File: src/hw/pds_pkg.sv
// constants and types of the power-down and start-up sequencer
//------------------------------------------------------------
// Functional notes
//------------------------------------------------------------
// Functional notes
// - while power_down_n is low everything is off, serial access too, except spi_mode and rom_page, which keep their latched values.
// - a rising power_down_n starts power-on reset, then start-up, then run.
// - reset holds until core supplies are good and power_down_n is high.
// - at start-up interface_select_strap high picks SPI, low picks I2C.
// - at start-up the two 3-level rom page straps pick the config page.
// - oscillators one and two calibrate on a valid reference oscillator.
// - a soft reset re-runs calibration and the start-up of PLLs one and two; the third loop stays enabled.
// - analog_pll_three needs no calibration and locks once reference is ok.
// - digital_pll_three reference is never validated before the oscillator.
// - host programs, sets output sync hold, soft resets, then clears it.
// - register access works in every state after power-on reset.
package pds_pkg;

  localparam int PDS_ADDR_W = 8;
  localparam logic [7:0] PDS_CTRL_OFF = 8'h00;
  localparam logic [7:0] PDS_STAT_OFF = 8'h04;

  // control register fields
  localparam int PDS_CTRL_SRST_BIT = 0;
  localparam int PDS_CTRL_HOLD_BIT = 1;
  localparam logic PDS_HOLD_RST = 1'b0;

  // status register fields
  localparam int PDS_STAT_ST_LSB = 0;
  localparam int PDS_STAT_SPI_BIT = 4;
  localparam int PDS_STAT_PAGE_LSB = 8;
  localparam int PDS_STAT_FAIL_BIT = 12;
  localparam int PDS_STAT_LK1_BIT = 16;
  localparam int PDS_STAT_LK2_BIT = 17;
  localparam int PDS_STAT_LK3_BIT = 18;
  localparam int PDS_STAT_A3_BIT = 19;
  localparam int PDS_STAT_D3_BIT = 20;

  // three-level strap codes from the pin level detector
  localparam logic [1:0] PDS_LVL_LOW = 2'h0;
  localparam logic [1:0] PDS_LVL_MID = 2'h1;
  localparam logic [3:0] PDS_PAGE_RADIX = 4'h3;

  // synchronised pins: pd, supply, ref, ifsel, page low(2), page high(2)
  localparam int PDS_SYNC_W = 8;

  // timing
  localparam int PDS_CLK_PERIOD_NS = 10;
  localparam int PDS_PD_MIN_NS = 200;
  localparam int PDS_PD_MIN_CYC =
    (PDS_PD_MIN_NS + PDS_CLK_PERIOD_NS - 1) / PDS_CLK_PERIOD_NS;

  typedef enum logic [2:0] {
    pds_st_off,
    pds_st_por,
    pds_st_strap,
    pds_st_wref,
    pds_st_cal,
    pds_st_lock,
    pds_st_run,
    pds_st_fail
  } pds_state_e;

endpackage

File: src/hw/pds_sync2.sv
// two flip-flop synchroniser for asynchronous pin levels
`timescale 1ns/1ps
module pds_sync2 #(
  parameter int W = 1
) (
  input wire logic pclk,
  input wire logic presetn,
  input wire logic [W-1:0] d,
  output logic [W-1:0] q
);

  typedef struct packed {
    logic [W-1:0] s1;
    logic [W-1:0] s2;
  } pds_sync_s;

  pds_sync_s r_r;
  pds_sync_s r_nxt;

  always_comb begin
    r_nxt.s1 = d;
    r_nxt.s2 = r_r.s1;
  end

  always_ff @(posedge pclk or negedge presetn) begin
    if (!presetn) begin
      r_r <= '0;
    end else begin
      r_r <= r_nxt;
    end
  end

  assign q = r_r.s2;

endmodule

File: src/hw/pds_seq.sv
// power-down, power-on reset and PLL start-up sequencer with APB registers
//
// Chosen here: the register offsets and register access over APB.
`timescale 1ns/1ps
module pds_seq (
  input wire logic pclk,
  input wire logic presetn,
  input wire logic psel,
  input wire logic penable,
  input wire logic pwrite,
  input wire logic [pds_pkg::PDS_ADDR_W-1:0] paddr,
  input wire logic [31:0] pwdata,
  output logic [31:0] prdata,
  output logic pready,
  output logic pslverr,
  input wire logic power_down_n,
  input wire logic supply_ok,
  input wire logic reference_oscillator_valid,
  input wire logic interface_select_strap,
  input wire logic [1:0] rom_page_strap_low,
  input wire logic [1:0] rom_page_strap_high,
  input wire logic oscillator_one_cal_done,
  input wire logic oscillator_two_cal_done,
  input wire logic analog_pll_one_lock,
  input wire logic analog_pll_two_lock,
  input wire logic analog_pll_three_lock,
  output logic device_enable,
  output logic cal_start,
  output logic pll_enable,
  output logic analog_pll_three_enable,
  output logic digital_pll_three_ref_enable,
  output logic spi_mode,
  output logic [3:0] rom_page,
  output logic output_sync_hold
);
  import pds_pkg::*;

  //------------------------------------------------------------
  // state
  //------------------------------------------------------------
  typedef struct packed {
    pds_state_e st;
    logic hold;
    logic spi;
    logic [3:0] page;
    logic fail;
    logic a3_en;
    logic d3_en;
    logic [31:0] rdata;
  } pds_regs_s;

  pds_regs_s r_r;
  pds_regs_s r_nxt;

  logic [PDS_SYNC_W-1:0] pins_s;
  logic pd_s;
  logic sup_s;
  logic ref_s;
  logic ifsel_s;
  logic [1:0] plo_s;
  logic [1:0] phi_s;
  logic on;
  logic setup;
  logic access;
  logic hit_ctrl;
  logic hit_stat;
  logic wr_ctrl;
  logic srst;

  //------------------------------------------------------------
  // pin synchronisers
  //------------------------------------------------------------
  pds_sync2 #(
    .W(PDS_SYNC_W)
  ) u_sync (
    .pclk(pclk),
    .presetn(presetn),
    .d({power_down_n, supply_ok, reference_oscillator_valid,
        interface_select_strap, rom_page_strap_low,
        rom_page_strap_high}),
    .q(pins_s)
  );

  assign pd_s = pins_s[7];
  assign sup_s = pins_s[6];
  assign ref_s = pins_s[5];
  assign ifsel_s = pins_s[4];
  assign plo_s = pins_s[3:2];
  assign phi_s = pins_s[1:0];

  function automatic logic [3:0] lvl(input logic [1:0] c);
    logic [3:0] v;
    v = 4'h2;
    if (c == PDS_LVL_LOW) begin
      v = 4'h0;
    end else if (c == PDS_LVL_MID) begin
      v = 4'h1;
    end
    return v;
  endfunction

  //------------------------------------------------------------
  // apb decode
  //------------------------------------------------------------
  // serial interface is dead while powered down or held in reset
  assign on = (r_r.st != pds_st_off) && (r_r.st != pds_st_por);
  assign setup = psel && !penable;
  assign access = psel && penable;
  assign hit_ctrl = (paddr == PDS_CTRL_OFF);
  assign hit_stat = (paddr == PDS_STAT_OFF);
  assign wr_ctrl = access && pwrite && on && hit_ctrl;
  assign srst = wr_ctrl && pwdata[PDS_CTRL_SRST_BIT];

  assign pready = access;
  assign pslverr = access && (!on || !(hit_ctrl || hit_stat));
  assign prdata = r_r.rdata;

  //------------------------------------------------------------
  // next state
  //------------------------------------------------------------
  always_comb begin
    logic [31:0] stat;
    stat = '0;
    r_nxt = r_r;

    stat[PDS_STAT_ST_LSB +: 3] = r_r.st;
    stat[PDS_STAT_SPI_BIT] = r_r.spi;
    stat[PDS_STAT_PAGE_LSB +: 4] = r_r.page;
    stat[PDS_STAT_FAIL_BIT] = r_r.fail;
    stat[PDS_STAT_LK1_BIT] = analog_pll_one_lock;
    stat[PDS_STAT_LK2_BIT] = analog_pll_two_lock;
    stat[PDS_STAT_LK3_BIT] = analog_pll_three_lock;
    stat[PDS_STAT_A3_BIT] = r_r.a3_en;
    stat[PDS_STAT_D3_BIT] = r_r.d3_en;

    // read data is captured in the setup cycle, ready in the access cycle
    if (setup) begin
      r_nxt.rdata = '0;
      if (on && hit_stat) begin
        r_nxt.rdata = stat;
      end else if (on && hit_ctrl) begin
        r_nxt.rdata[PDS_CTRL_HOLD_BIT] = r_r.hold;
      end
    end

    if (wr_ctrl) begin
      r_nxt.hold = pwdata[PDS_CTRL_HOLD_BIT];
    end

    unique case (r_r.st)
      pds_st_off: begin
        if (pd_s) begin
          r_nxt.st = pds_st_por;
        end
      end
      pds_st_por: begin
        if (sup_s) begin
          r_nxt.st = pds_st_strap;
        end
      end
      pds_st_strap: begin
        r_nxt.spi = ifsel_s;
        r_nxt.page = lvl(plo_s) + PDS_PAGE_RADIX * lvl(phi_s);
        r_nxt.st = pds_st_wref;
      end
      pds_st_wref: begin
        if (ref_s) begin
          r_nxt.st = pds_st_cal;
        end
      end
      pds_st_cal: begin
        if (!ref_s) begin
          r_nxt.st = pds_st_fail;
          r_nxt.fail = 1'b1;
        end else if (oscillator_one_cal_done &&
                     oscillator_two_cal_done) begin
          r_nxt.st = pds_st_lock;
        end
      end
      pds_st_lock: begin
        if (analog_pll_one_lock && analog_pll_two_lock) begin
          r_nxt.st = pds_st_run;
        end
      end
      pds_st_run: begin
        r_nxt.st = pds_st_run;
      end
      pds_st_fail: begin
        r_nxt.st = pds_st_fail;
      end
    endcase

    // soft reset restarts calibration but keeps the latched straps
    if (srst) begin
      r_nxt.st = pds_st_wref;
      r_nxt.fail = 1'b0;
    end

    // third loop needs a valid reference while on and outside the strap state, whenever it comes
    r_nxt.a3_en = on && (r_r.st != pds_st_strap) && ref_s;
    r_nxt.d3_en = r_r.a3_en && ref_s;

    if (!pd_s) begin
      r_nxt.st = pds_st_off;
      r_nxt.rdata = '0;
      r_nxt.hold = PDS_HOLD_RST;
      r_nxt.fail = 1'b0;
      r_nxt.a3_en = 1'b0;
      r_nxt.d3_en = 1'b0;
    end
  end

  always_ff @(posedge pclk or negedge presetn) begin
    if (!presetn) begin
      r_r <= '{st: pds_st_off, hold: PDS_HOLD_RST, default: '0};
    end else begin
      r_r <= r_nxt;
    end
  end

  //------------------------------------------------------------
  // outputs
  //------------------------------------------------------------
  assign device_enable = on;
  assign cal_start = (r_r.st == pds_st_cal);
  assign pll_enable = (r_r.st == pds_st_lock) || (r_r.st == pds_st_run);
  assign analog_pll_three_enable = r_r.a3_en;
  assign digital_pll_three_ref_enable = r_r.d3_en;
  assign spi_mode = r_r.spi;
  assign rom_page = r_r.page;
  assign output_sync_hold = r_r.hold;
endmodule

File: config.mk
export PLATFORM = sky130hd
export DESIGN_NAME = pds_seq
export DESIGN_NICKNAME = d
export VERILOG_FILES = /design/src/hw/pds_pkg.sv /design/src/hw/pds_sync2.sv /design/src/hw/pds_seq.sv
export SDC_FILE = /design/constraint.sdc
export NUM_CORES = 1
export LEC_CHECK = 0
export BUFFER_PORTS_ARGS = -buffer_cell sky130_fd_sc_hd__buf_2
export CAP_MARGIN = 20
export CELL_PAD_IN_SITES_DETAIL_PLACEMENT = 1
export CELL_PAD_IN_SITES_GLOBAL_PLACEMENT = 2
export CORE_MARGIN = 4
export CORE_UTILIZATION = 28
export CTS_CLUSTER_SIZE = 8
export DETAILED_ROUTE_END_ITERATION = 8
export PLACE_DENSITY_LB_ADDON = 0.1
export SLEW_MARGIN = 10
export SYNTH_ARGS = -nofsm -noshare
export SYNTH_HDL_FRONTEND = slang
export SYNTH_SLANG_ARGS = --single-unit
File: constraint.sdc
create_clock -name pclk -period 3.4 [get_ports pclk]
set_clock_uncertainty 0.2 [all_clocks]
set_input_delay 0.34 -clock pclk [delete_from_list [all_inputs] [get_ports pclk]]
set_output_delay 0.34 -clock pclk [all_outputs]
set_load 0.01 [all_outputs]
Yosys cells after proc, flatten, opt, wreduce, memory -nomap -nowiden

Cells that the tools add are included.

Bits in registers: 60
Logic and storage cells: 84
Output and inout bits: 45

Multiply operators: 1
Equality and inequality tests: 20
Reductions and logical operators: 28
Add/sub/neg operators: 1
Mux-type cells: 24

Operator list:

| kind                                                | number |
|---|---|
| 2-to-1 mux 35 bit                                   | 1 |
| 2-to-1 mux 32 bit                                   | 1 |
| case mux 3 bit (8 select lines)                     | 1 |
| 2-to-1 mux 19 bit                                   | 1 |
| 2-to-1 mux 3 bit                                    | 6 |
| 2-to-1 mux 4 bit                                    | 4 |
| logical AND 1 bit                                   | 15 |
| equality test 3 bit, second input constant          | 4 |
| inequality test 4 bit, second input constant        | 3 |
| equality test 8 x 3 -> 1 bit, second input constant | 1 |
| zero test 8 bit                                     | 1 |
| 2-to-1 mux 1 bit                                    | 7 |
| equality test 3 x 2 -> 1 bit, second input constant | 2 |
| 2-to-1 mux 2 bit                                    | 3 |
| inequality test 3 bit, second input constant        | 2 |
| inequality test 5 bit, second input constant        | 1 |
| adder 4 bit                                         | 1 |
| equality test 2 x 1 -> 1 bit, second input constant | 2 |
| zero test 2 bit                                     | 2 |
| multiplier 2 x 4 -> 4 bit, first input constant     | 1 |
| inequality test 2 bit, second input constant        | 2 |
| AND reduction 4 bit                                 | 1 |
| equality test 3 x 1 -> 1 bit, second input constant | 1 |
| zero test 1 bit                                     | 3 |
| other kinds (6)                                     | 8 |

Logic depth before layout (Yosys ltp)

Gate-level depths: netlist of run 1.

Word-level depth: 7
Mapped depth: 6
Gate-level depth less buffers: 6

Modules after synthesis

From an unflattened synthesis of run 1, not the netlist that was laid out.

Cells, all modules: 169
Area total of the unflattened synthesis: 1948.1 um2

By module, submodules not included:

| module    | area each (um2) | cells each | instances |
|---|---|---|---|
| pds_seq   | 1547.7          | 153        | 1 |
| pds_sync2 | 400.4           | 16         | 1 |

Worst setup path before layout of run 1

OpenSTA, ideal clock, no wires.

Kind: reg2reg
From: register u_sync.r_r (netlist bit u_sync.q[1])
To: register r_r (netlist bit rom_page[2])
Stages on the path, launching flop included: 7
Library setup time: 0.077 ns
Path slack: 1.455 ns
Arrival time: 1.667 ns
Clock period less this slack: 1.945 ns
Path through: dfrtp_1 > or2_2 > ha_1 > ha_1 > inv_1 > fa_1 > a21oi_1

Longest elaborated chain between the ends: 6
Elaborated cells between the ends (all ways): 7

RTL lines:

| item                          | RTL line        | RTL |
|---|---|---|
| start, declared               | pds_sync2.sv:17 | `pds_sync_s r_r;` |
| start signal, assigned        | pds_sync2.sv:29 | `r_r <= r_nxt;` |
| equality test 2 x 1 -> 1 bit  | pds_seq.sv:96   | `end else if (c == PDS_LVL_MID) begin` |
| 2-to-1 mux 2 bit              | pds_seq.sv:96   |  |
| 2-to-1 mux 4 bit (*)          | pds_seq.sv:94   | `if (c == PDS_LVL_LOW) begin` |
| 2-to-1 mux 4 bit (*)          | pds_seq.sv:150  | `unique case (r_r.st)` |
| multiplier 2 x 4 -> 4 bit (*) | pds_seq.sv:163  | `r_nxt.page = lvl(plo_s) + PDS_PAGE_RADIX * lvl(phi_s);` |
| adder 4 bit (*)               | pds_seq.sv:163  |  |
| end signal, assigned          | pds_seq.sv:217  | `r_r <= r_nxt;` |
| end, declared                 | pds_seq.sv:52   | `pds_regs_s r_r;` |

Every way passes the cells marked *; elsewhere a longest branch is shown, timed or not. The select of a mux whose other input is x is not followed.
A chain may end at the register's enable or synchronous reset.

Worst setup path after layout of run 1

From: register r_r[42] in the netlist's numbering
To: output pslverr

Longest elaborated chain between the ends: 5
Elaborated cells between the ends (all ways): 6

RTL lines:

| item                                                                 | RTL line       | RTL |
|---|---|---|
| inequality test 3 x 1 -> 1 bit or nonzero test 3 bit (tied branches) | pds_seq.sv:106 | `assign on = (r_r.st != pds_st_off) && (r_r.st != pds_st_por);` |
| logical AND 1 bit (*)                                                | pds_seq.sv:106 |  |
| zero test 1 bit (*)                                                  | pds_seq.sv:115 | `assign pslverr = access && (!on \|\| !(hit_ctrl \|\| hit_stat));` |
| logical OR 1 bit (*)                                                 | pds_seq.sv:115 |  |
| logical AND 1 bit (*)                                                | pds_seq.sv:115 |  |
| end, declared                                                        | pds_seq.sv:15  | `output logic pslverr,` |

Every way passes the cells marked *; elsewhere a longest branch is shown, timed or not.

==> results list, run 1 <==
- CTS Buf Count: 5
- The synthesized design spends more area on one cell type than any other, namely sky130_fd_sc_hd__dfrtp_1.
- In this run, synthesis produced a sequential element count of 42.
- Total iterations of the first detailed-routing run: 4
* Combined area of the multi-input logic cells: 633 um2
- From bottom edge to top edge, the die measures 91.5 um.
* Vias per cell: approximately 4.1
* Number of pins with negative max-slew slack in the final report: 0
* Routed wire length per instance: around 13 um
* Ant. Diodes: 0
- After the first detailed-routing iteration, the DRC count stood at 36.
- Vias: 1266
- Worst Path Required: 2.86 ns
- On the critical path, the stage with the largest delay is an instance of sky130_fd_sc_hd__dfrtp_1.
* Async set-or-reset flop fraction in the synthesized netlist: 1.00
- Wire length of the first global-routing pass: 6.71 mm
- Detailed placement finished with a half-perimeter wire length of about 3 mm.
* Via count of the first global-routing pass: 1298
* Clock tree buffer depth: 2
* Failing checks: negative hold slack
- In the finished design, the share of the clock period the worst path needs comes to 0.616.
- PnR worst setup slack: approximately 1.3 ns
- Setup violations remaining at the end of the flow were counted as 0.
- The die is 91.5 um wide.
- Clock-pin transition on the worst setup and hold timing paths: 0.09 ns
- Arrival time at the worst endpoint: 1.55 ns
* Smallest hold slack: -0.0146 ns
- Antenna violations before repair: 0
- Yosys warning count: 0
* Seq/Total Area, Yosys: 0.538
- The routed design has 4.07 mm of wire.
* Number of enable-type register cells in the synthesized netlist: 0
- Largest incremental delay on the critical path: 0.55 ns
- Share of layout cells above drive strength 1: 0.389
* Leading cell types in the layout, fill and taps excluded: sky130_fd_sc_hd__buf_2 (54), sky130_fd_sc_hd__dfrtp_1 (42), sky130_fd_sc_hd__conb_1 (18)
- The worst setup path is captured at a primary output.
- The filler cells instantiated in the layout total about 770.
- Count of buffer and inverter cells on the critical path: 1
- Once detail routing completed, the nets flagged for antenna violations numbered 0.
* Top cell type's share of synthesized area: 0.538
* Power Dens Cells: 515 nW/um2
- Most instantiated flip-flop cell in the synthesis netlist: sky130_fd_sc_hd__dfrtp_1
- Leftover overflow at the end of global routing: 0
- Area of the mapped netlist: 1950 um2
- For this run, the post-layout net count is 272.
- Number of unique standard cell types used by synthesis: 41
- Final weighted congestion in routability-driven placement: between 0.6 and 0.7
* Post-synthesis cell count: between 150 and 200
- Area contributors post-synth: sky130_fd_sc_hd__dfrtp_1 (54%), sky130_fd_sc_hd__buf_4 (14%), sky130_fd_sc_hd__a22o_2 (5.1%), sky130_fd_sc_hd__ha_1 (1.9%), sky130_fd_sc_hd__mux2_2 (1.7%)
* Max H-tree Level: 2
- Critical Path, Cell by Cell: or2_1 > and3_4 > nor2_1 > buf_2
- Worst path top cell family by delay: simple AND/OR/NAND/NOR gates
* Worst slack at placement: 1.37 ns
- Static leakage: 1.20 nW
- Critical path peak fanout: 13
- Row generation in the floorplan step produced 30 rows.
* Final count of hold timing violations: 28
* Global router's overall resource usage: 0.100
- Num ports: 103
- Setup repair after global routing left no endpoint under its margin.
* Maximum number of pins on one net before global-route repair: 43
- Initial core utilization: 0.288
- Sequential standard cell area: 1050 um2
- Master cell of the clock root buffer: sky130_fd_sc_hd__clkbuf_8
* Clock Sinks: 42
- Worst Setup Start Kind: register
- Adding up every negative setup slack in the final design gives 0 ns.
* Outcome: complete, but fails checks
* DRC Markers: 0
- IR analysis of the VDD net gives a maximum drop of 0.000178 V.
- Worst slew margin: 0.374
* Final cell utilization of the core: 0.341
- Clock tree from TritonCTS: built
- Syn-to-layout area delta: 18.6%
- In this run the mean area of a mapped cell was 11.7 um2.
- The worst hold path belongs to the class input port to async pin.
- Kind of critical path: register to primary output
- Max Fclk: 477 MHz
- The library cell used most frequently in the layout, excluding fill and tap cells, is sky130_fd_sc_hd__buf_2.
- At the pin with the least slew margin, the transition time is 0.939 ns.
- The die covers 8380 um2.
* Crit path time final: 2.09 ns
* # Max-Cap Violations: 0
- Port buffering added between 50 and 60 buffers.
- Std-Cell Core Area: 6790 um2
- Skew-Pair Late Insertion Delay: 0.30 ns
==> worst paths after layout <==
kind	from	to	slack (ns)	cells after the start
hold / removal	presetn	prdata[9]	-0.01	1
hold reg to reg	u_sync.r_nxt[2]	u_sync.q[2]	0.16	0
min in group pclk	analog_pll_three_lock	prdata[18]	0.07	2
max in group asynchronous	presetn	u_sync.q[3]	2.43	1
setup / recovery	r_r[42]	pslverr	1.31	4
setup reg to reg	u_sync.q[1]	rom_page[2]	1.36	6
==> per-stage QoR <==
stage	cell area, um2	power [mW]	instances
finish	2320	1.19	307
CTS	2320	1.22	307
global placement	2100	0.722	291
global route	2320	1.25	307
detailed placement	2100	0.727	291
floorplan	2020	0.696	184
==> cells by family after synthesis <==
kind of cell               Yosys count  share of synthesized area
xor gates and xnor gates             1                    0.00448
DFF                                 42                      0.538
buffers and inverters               50                      0.171
muxes                                5                     0.0275
adders and majority gates            4                     0.0295
other                                1                    0.00192
AOI/OAI and AO/OA                   29                      0.120
and+or+nand+nor                     35                      0.108
==> sequential cells by signal, indices dropped and copies added, names as in the netlist <==
register,cells
prdata,14
output_sync_hold,1
u_sync.r_nxt,8
analog_pll_three_enable,1
r_r,4
u_sync.q,8
rom_page,4
spi_mode,1
digital_pll_three_ref_enable,1
==> what timing repair did <==
| action | in CTS | in global routing |
|---|---|---|
| buffers inserted | 0 | 0 |
| hold endpoints to repair | 8 | 0 |
| gates resized for setup | 0 | 0 |
| hold buffers | 8 | 0 |
==> worst register-to-register path, cell delays in order, from the launching register on <==
cell,delay [ns]
sky130_fd_sc_hd__dfrtp_1,0.40
sky130_fd_sc_hd__or2_2,0.28
sky130_fd_sc_hd__ha_1,0.30
sky130_fd_sc_hd__ha_1,0.20
sky130_fd_sc_hd__inv_1,0.06
sky130_fd_sc_hd__fa_1,0.40
sky130_fd_sc_hd__a21oi_1,0.13
==> Yosys cell counts (2+ instances only) <==
master,count
sky130_fd_sc_hd__a31oi_1,2
sky130_fd_sc_hd__dfrtp_1,42
sky130_fd_sc_hd__nor2b_1,3
sky130_fd_sc_hd__a22o_1,3
sky130_fd_sc_hd__mux2i_1,2
sky130_fd_sc_hd__mux2_2,3
sky130_fd_sc_hd__clkbuf_1,3
sky130_fd_sc_hd__o21a_1,2
sky130_fd_sc_hd__a21oi_1,5
sky130_fd_sc_hd__buf_4,36
sky130_fd_sc_hd__and2_1,2
sky130_fd_sc_hd__a22o_2,10
sky130_fd_sc_hd__nor3_1,2
sky130_fd_sc_hd__inv_1,7
sky130_fd_sc_hd__nor2_1,8
sky130_fd_sc_hd__ha_1,3
sky130_fd_sc_hd__nor3b_1,2
sky130_fd_sc_hd__nand2_1,4
sky130_fd_sc_hd__buf_2,3
sky130_fd_sc_hd__nand2b_1,4
==> layout make-up <==
type,instances,share of cell area
flip-flops and latches,42,0.453
clock buffers,5,0.0297
repair buffers,62,0.151
multi-input cells,92,0.273
clock inverters,3,0.0297
well taps,96,0.0518
inverters,7,0.0113
==> routing by layer <==
| metal | wire (um) | global-route usage |
|---|---|---|
| met2 | 1880 | 0.156 |
| met4 | 32 | 0.0226 |
| met5 | 0 | 0 |
| met1 | 1840 | 0.131 |
| met3 | 315 | 0.0398 |
==> where the power goes <==
part | internal (mW) | switching (mW) | total (mW)
clock | 0.294 | 0.181 | 0.475
sequential | 0.538 | 0.0363 | 0.574
combinational | 0.0686 | 0.0772 | 0.146
Note: power is estimated with default switching activity, not from simulation.
==> run 2: changes to the inputs <==
- CORE_UTILIZATION: 28 -> 26
- clock period: 3.4 -> 2.1 ns (I/O delays scaled with it)
==> run 2 against run 1 <==
Against the previous run: the run now ends clean; flip-flop and latch count is the same; global-route usage shrank 0.31 points; register-to-register slack worse by 1.3 ns; first-iteration DRC count grew 11%; worst setup slack got worse by 1.2 ns; critical path depth increased by 2; via count up 2.1%; die area rose by 7.0%; count of clock-buffer cells in the layout increased by 1; power rose by 41%; worst hold slack better by 0.12 ns; critical path type is now register to register; largest power group unchanged.
==> results list, run 2 (synthesis gave the netlist of run 1 again) <==
* Outcome: complete, no violations
- In this run the critical register-to-register path is captured at rom_page[2].
- In the layout the commonest cells are sky130_fd_sc_hd__buf_2 (54), sky130_fd_sc_hd__dfrtp_1 (42), sky130_fd_sc_hd__conb_1 (18).
* Worst ir drop on vdd: roughly 0.00023 V
- Std-Cell Core Area: 7290 um2
- Master cell of the clock root buffer: sky130_fd_sc_hd__clkbuf_8
* Vertical die dimension: about 95 um
* Stages on the worst setup path: 6
* PnR worst setup slack: 0.101 ns
* Std-Cell Rows: 31
- In this run the horizontal extent of the chip is around 95 um.
- The layout has 846 filler cells.
* Crit path time final: 2.00 ns
* Detailed placement HPWL: 3.09 mm
- STA puts the critical path data required time at 2.07 ns.
- Power Dens Cells: 715 nW/um2
- Depth of the worst register-to-register path: 6
* Clock-pin transition on the worst setup and hold timing paths: 0.08 ns
- Of the available clock period, the critical path in the final layout requires 0.952.
- Slack of the worst reg-to-reg path: 0.10 ns
* Vias per cell: ~4.1
- Clock Sinks: 42
- The H-tree was split into 2 levels.
- 0 antenna diodes ended up in the layout.
- Static leakage: 1.22 nW
- Tightest Pin Transition: 0.548 ns
- Critical-path cell with the highest stage delay: sky130_fd_sc_hd__fa_1
* Number of port buffers: 54
- Sequential standard cell area: 1050 um2
* DP Area: between 2000 and 2500 um2
- Total setup violations reported at the end of the flow: 0
- Compared with the post-synthesis result, the final layout area differs by 20.7%.
- For this run, design rule violations remaining after detail routing come to 0.
- The detailed router finished its first iteration with 40 violations.
- The number of global-route vias before repair came to 1337.
- The critical path is of the register to register type.
- Data arrives at the worst endpoint at 1.97 ns.
* Leftover overflow at the end of global routing: 0
* Maximum number of pins on one net before global-route repair: 43
* Most common cell after layout, fill and taps aside: sky130_fd_sc_hd__buf_2
* Antenna violations before repair: 0
* Cell Count Post-Placement: 297
- Summed over all layers, the routed wires come to 4.13 mm.
* Wire length of the first global-routing pass: ~6.7 mm
- Max FFs per register: 14
- The worst setup path is captured at a register.
- Adding up every negative setup slack in the final design gives 0 ns.
- Endpoint, Worst Hold: r_r[34]
* Post-Layout Inst Area: about 2400 um2
- The critical path goes through or2_4 > ha_4 > ha_1 > inv_2 > fa_1 > a21oi_1.
* Min-Delay Path Depth: 3
- In this run the remaining antenna-violating nets after routing total 0.
- The number of hold violations in the final report came to 0.
- In this run the tightest slew margin relative to its limit is 0.635.
* Count of buffer and inverter cells on the critical path: 1
- Prior to clock tree synthesis, the placed netlist has a worst setup slack of 0.0433 ns.
- The worst hold path belongs to the class input port to register.
- The worst setup path is launched from a register.
* Vias: 1293
- Total iterations of the first detailed-routing run: 4
- Broken down by cell family, the worst path's largest delay share belongs to adder cells.
* Largest incremental delay on the critical path: 0.51 ns
- Clock tree buffer depth: 2
- # Max-Cap Violations: 0
- For this run, the total global-route usage over all layers was measured as 0.0972.
* Initial core utilization: 0.268
* Skew-Pair Late Insertion Delay: 0.29 ns
- Count of nets after finishing: 280
* Number of pins with negative max-slew slack in the final report: 0
* RSZ-0062 raised after global routing: no
* Hold Crit Start: pwdata[0]
- The die covers 8970 um2.
- Routed wire length per instance: about 13 um
* Combined area of the multi-input logic cells: approximately 650 um2
- Num ports: roughly 100
- Final weighted congestion in routability-driven placement: between 0.7 and 0.8
* Max Fclk: 500 MHz
* Critical path peak fanout: 3
- Share of layout cells above drive strength 1: 0.393
* Clock tree from TritonCTS: built
- Final instance count without filler cells: 318
- Worst R2R Start: u_sync.q[1]
* CTS Buf Count: 5
run 2: where the power goes:
group | internal (mW) | switching [mW] | total [mW]
clock network | 0.235 | 0.274 | 0.509
logic | 0.123 | 0.134 | 0.258
registers | 0.871 | 0.0498 | 0.921
total | 1.23 | 0.459 | 1.69
run 2: worst reg2reg max path, cell delays in order, from the launching register on:
cell and delay (ns):
sky130_fd_sc_hd__dfrtp_1 0.41, sky130_fd_sc_hd__or2_4 0.25, sky130_fd_sc_hd__ha_4 0.26, sky130_fd_sc_hd__ha_1 0.15, sky130_fd_sc_hd__inv_2 0.04, sky130_fd_sc_hd__fa_1 0.51
sky130_fd_sc_hd__a21oi_1 0.06
run 2: what timing repair did:
item,in CTS,in global routing
buffers inserted,0,0
hold buffers,13,0
endpoints found under the setup margin,0,1
endpoints found under the hold margin,54,0
resized for setup,0,3
run 2: worst max-delay path by stage:
stage	start	to	slack, ns
floorplan	u_sync.q[1]	rom_page[2]	0.16
global placement	u_sync.q[1]	rom_page[2]	0.07
detailed placement	u_sync.q[1]	rom_page[2]	0.04
CTS	u_sync.q[1]	rom_page[2]	0.02
global route	u_sync.q[1]	rom_page[2]	0.02
finish	u_sync.q[1]	rom_page[2]	0.10
run 2: layout make-up:
cell class | instances | area share
sequential | 42 | 0.446
multi-input combinational | 92 | 0.275
timing repair buffer | 70 | 0.179
tap | 99 | 0.0525
clock buffer | 6 | 0.0308
inverter | 7 | 0.0111
clock inverter | 2 | 0.00584
run 2: layer usage:
| layer | vias to the layer above | track usage | part of all wire |
|---|---|---|---|
| met2 | 53 | 0.163 | 0.49 |
| met5 | - | 0 | 0 |
| met4 | 0 | 0.0325 | 0.012 |
| li1 | 613 | - | - |
| met1 | 620 | 0.118 | 0.42 |
| met3 | 7 | 0.0311 | 0.078 |
run 2: per-stage QoR:
step	power, mW	hold slack (ns)	utilization
global placement	1.17	0.119	0.292
finish	1.69	0.104	0.323
global route	1.80	0.116	0.323
floorplan	1.13	-0.286	-
detailed placement	1.18	0.120	0.292
CTS	1.73	0.0934	0.321
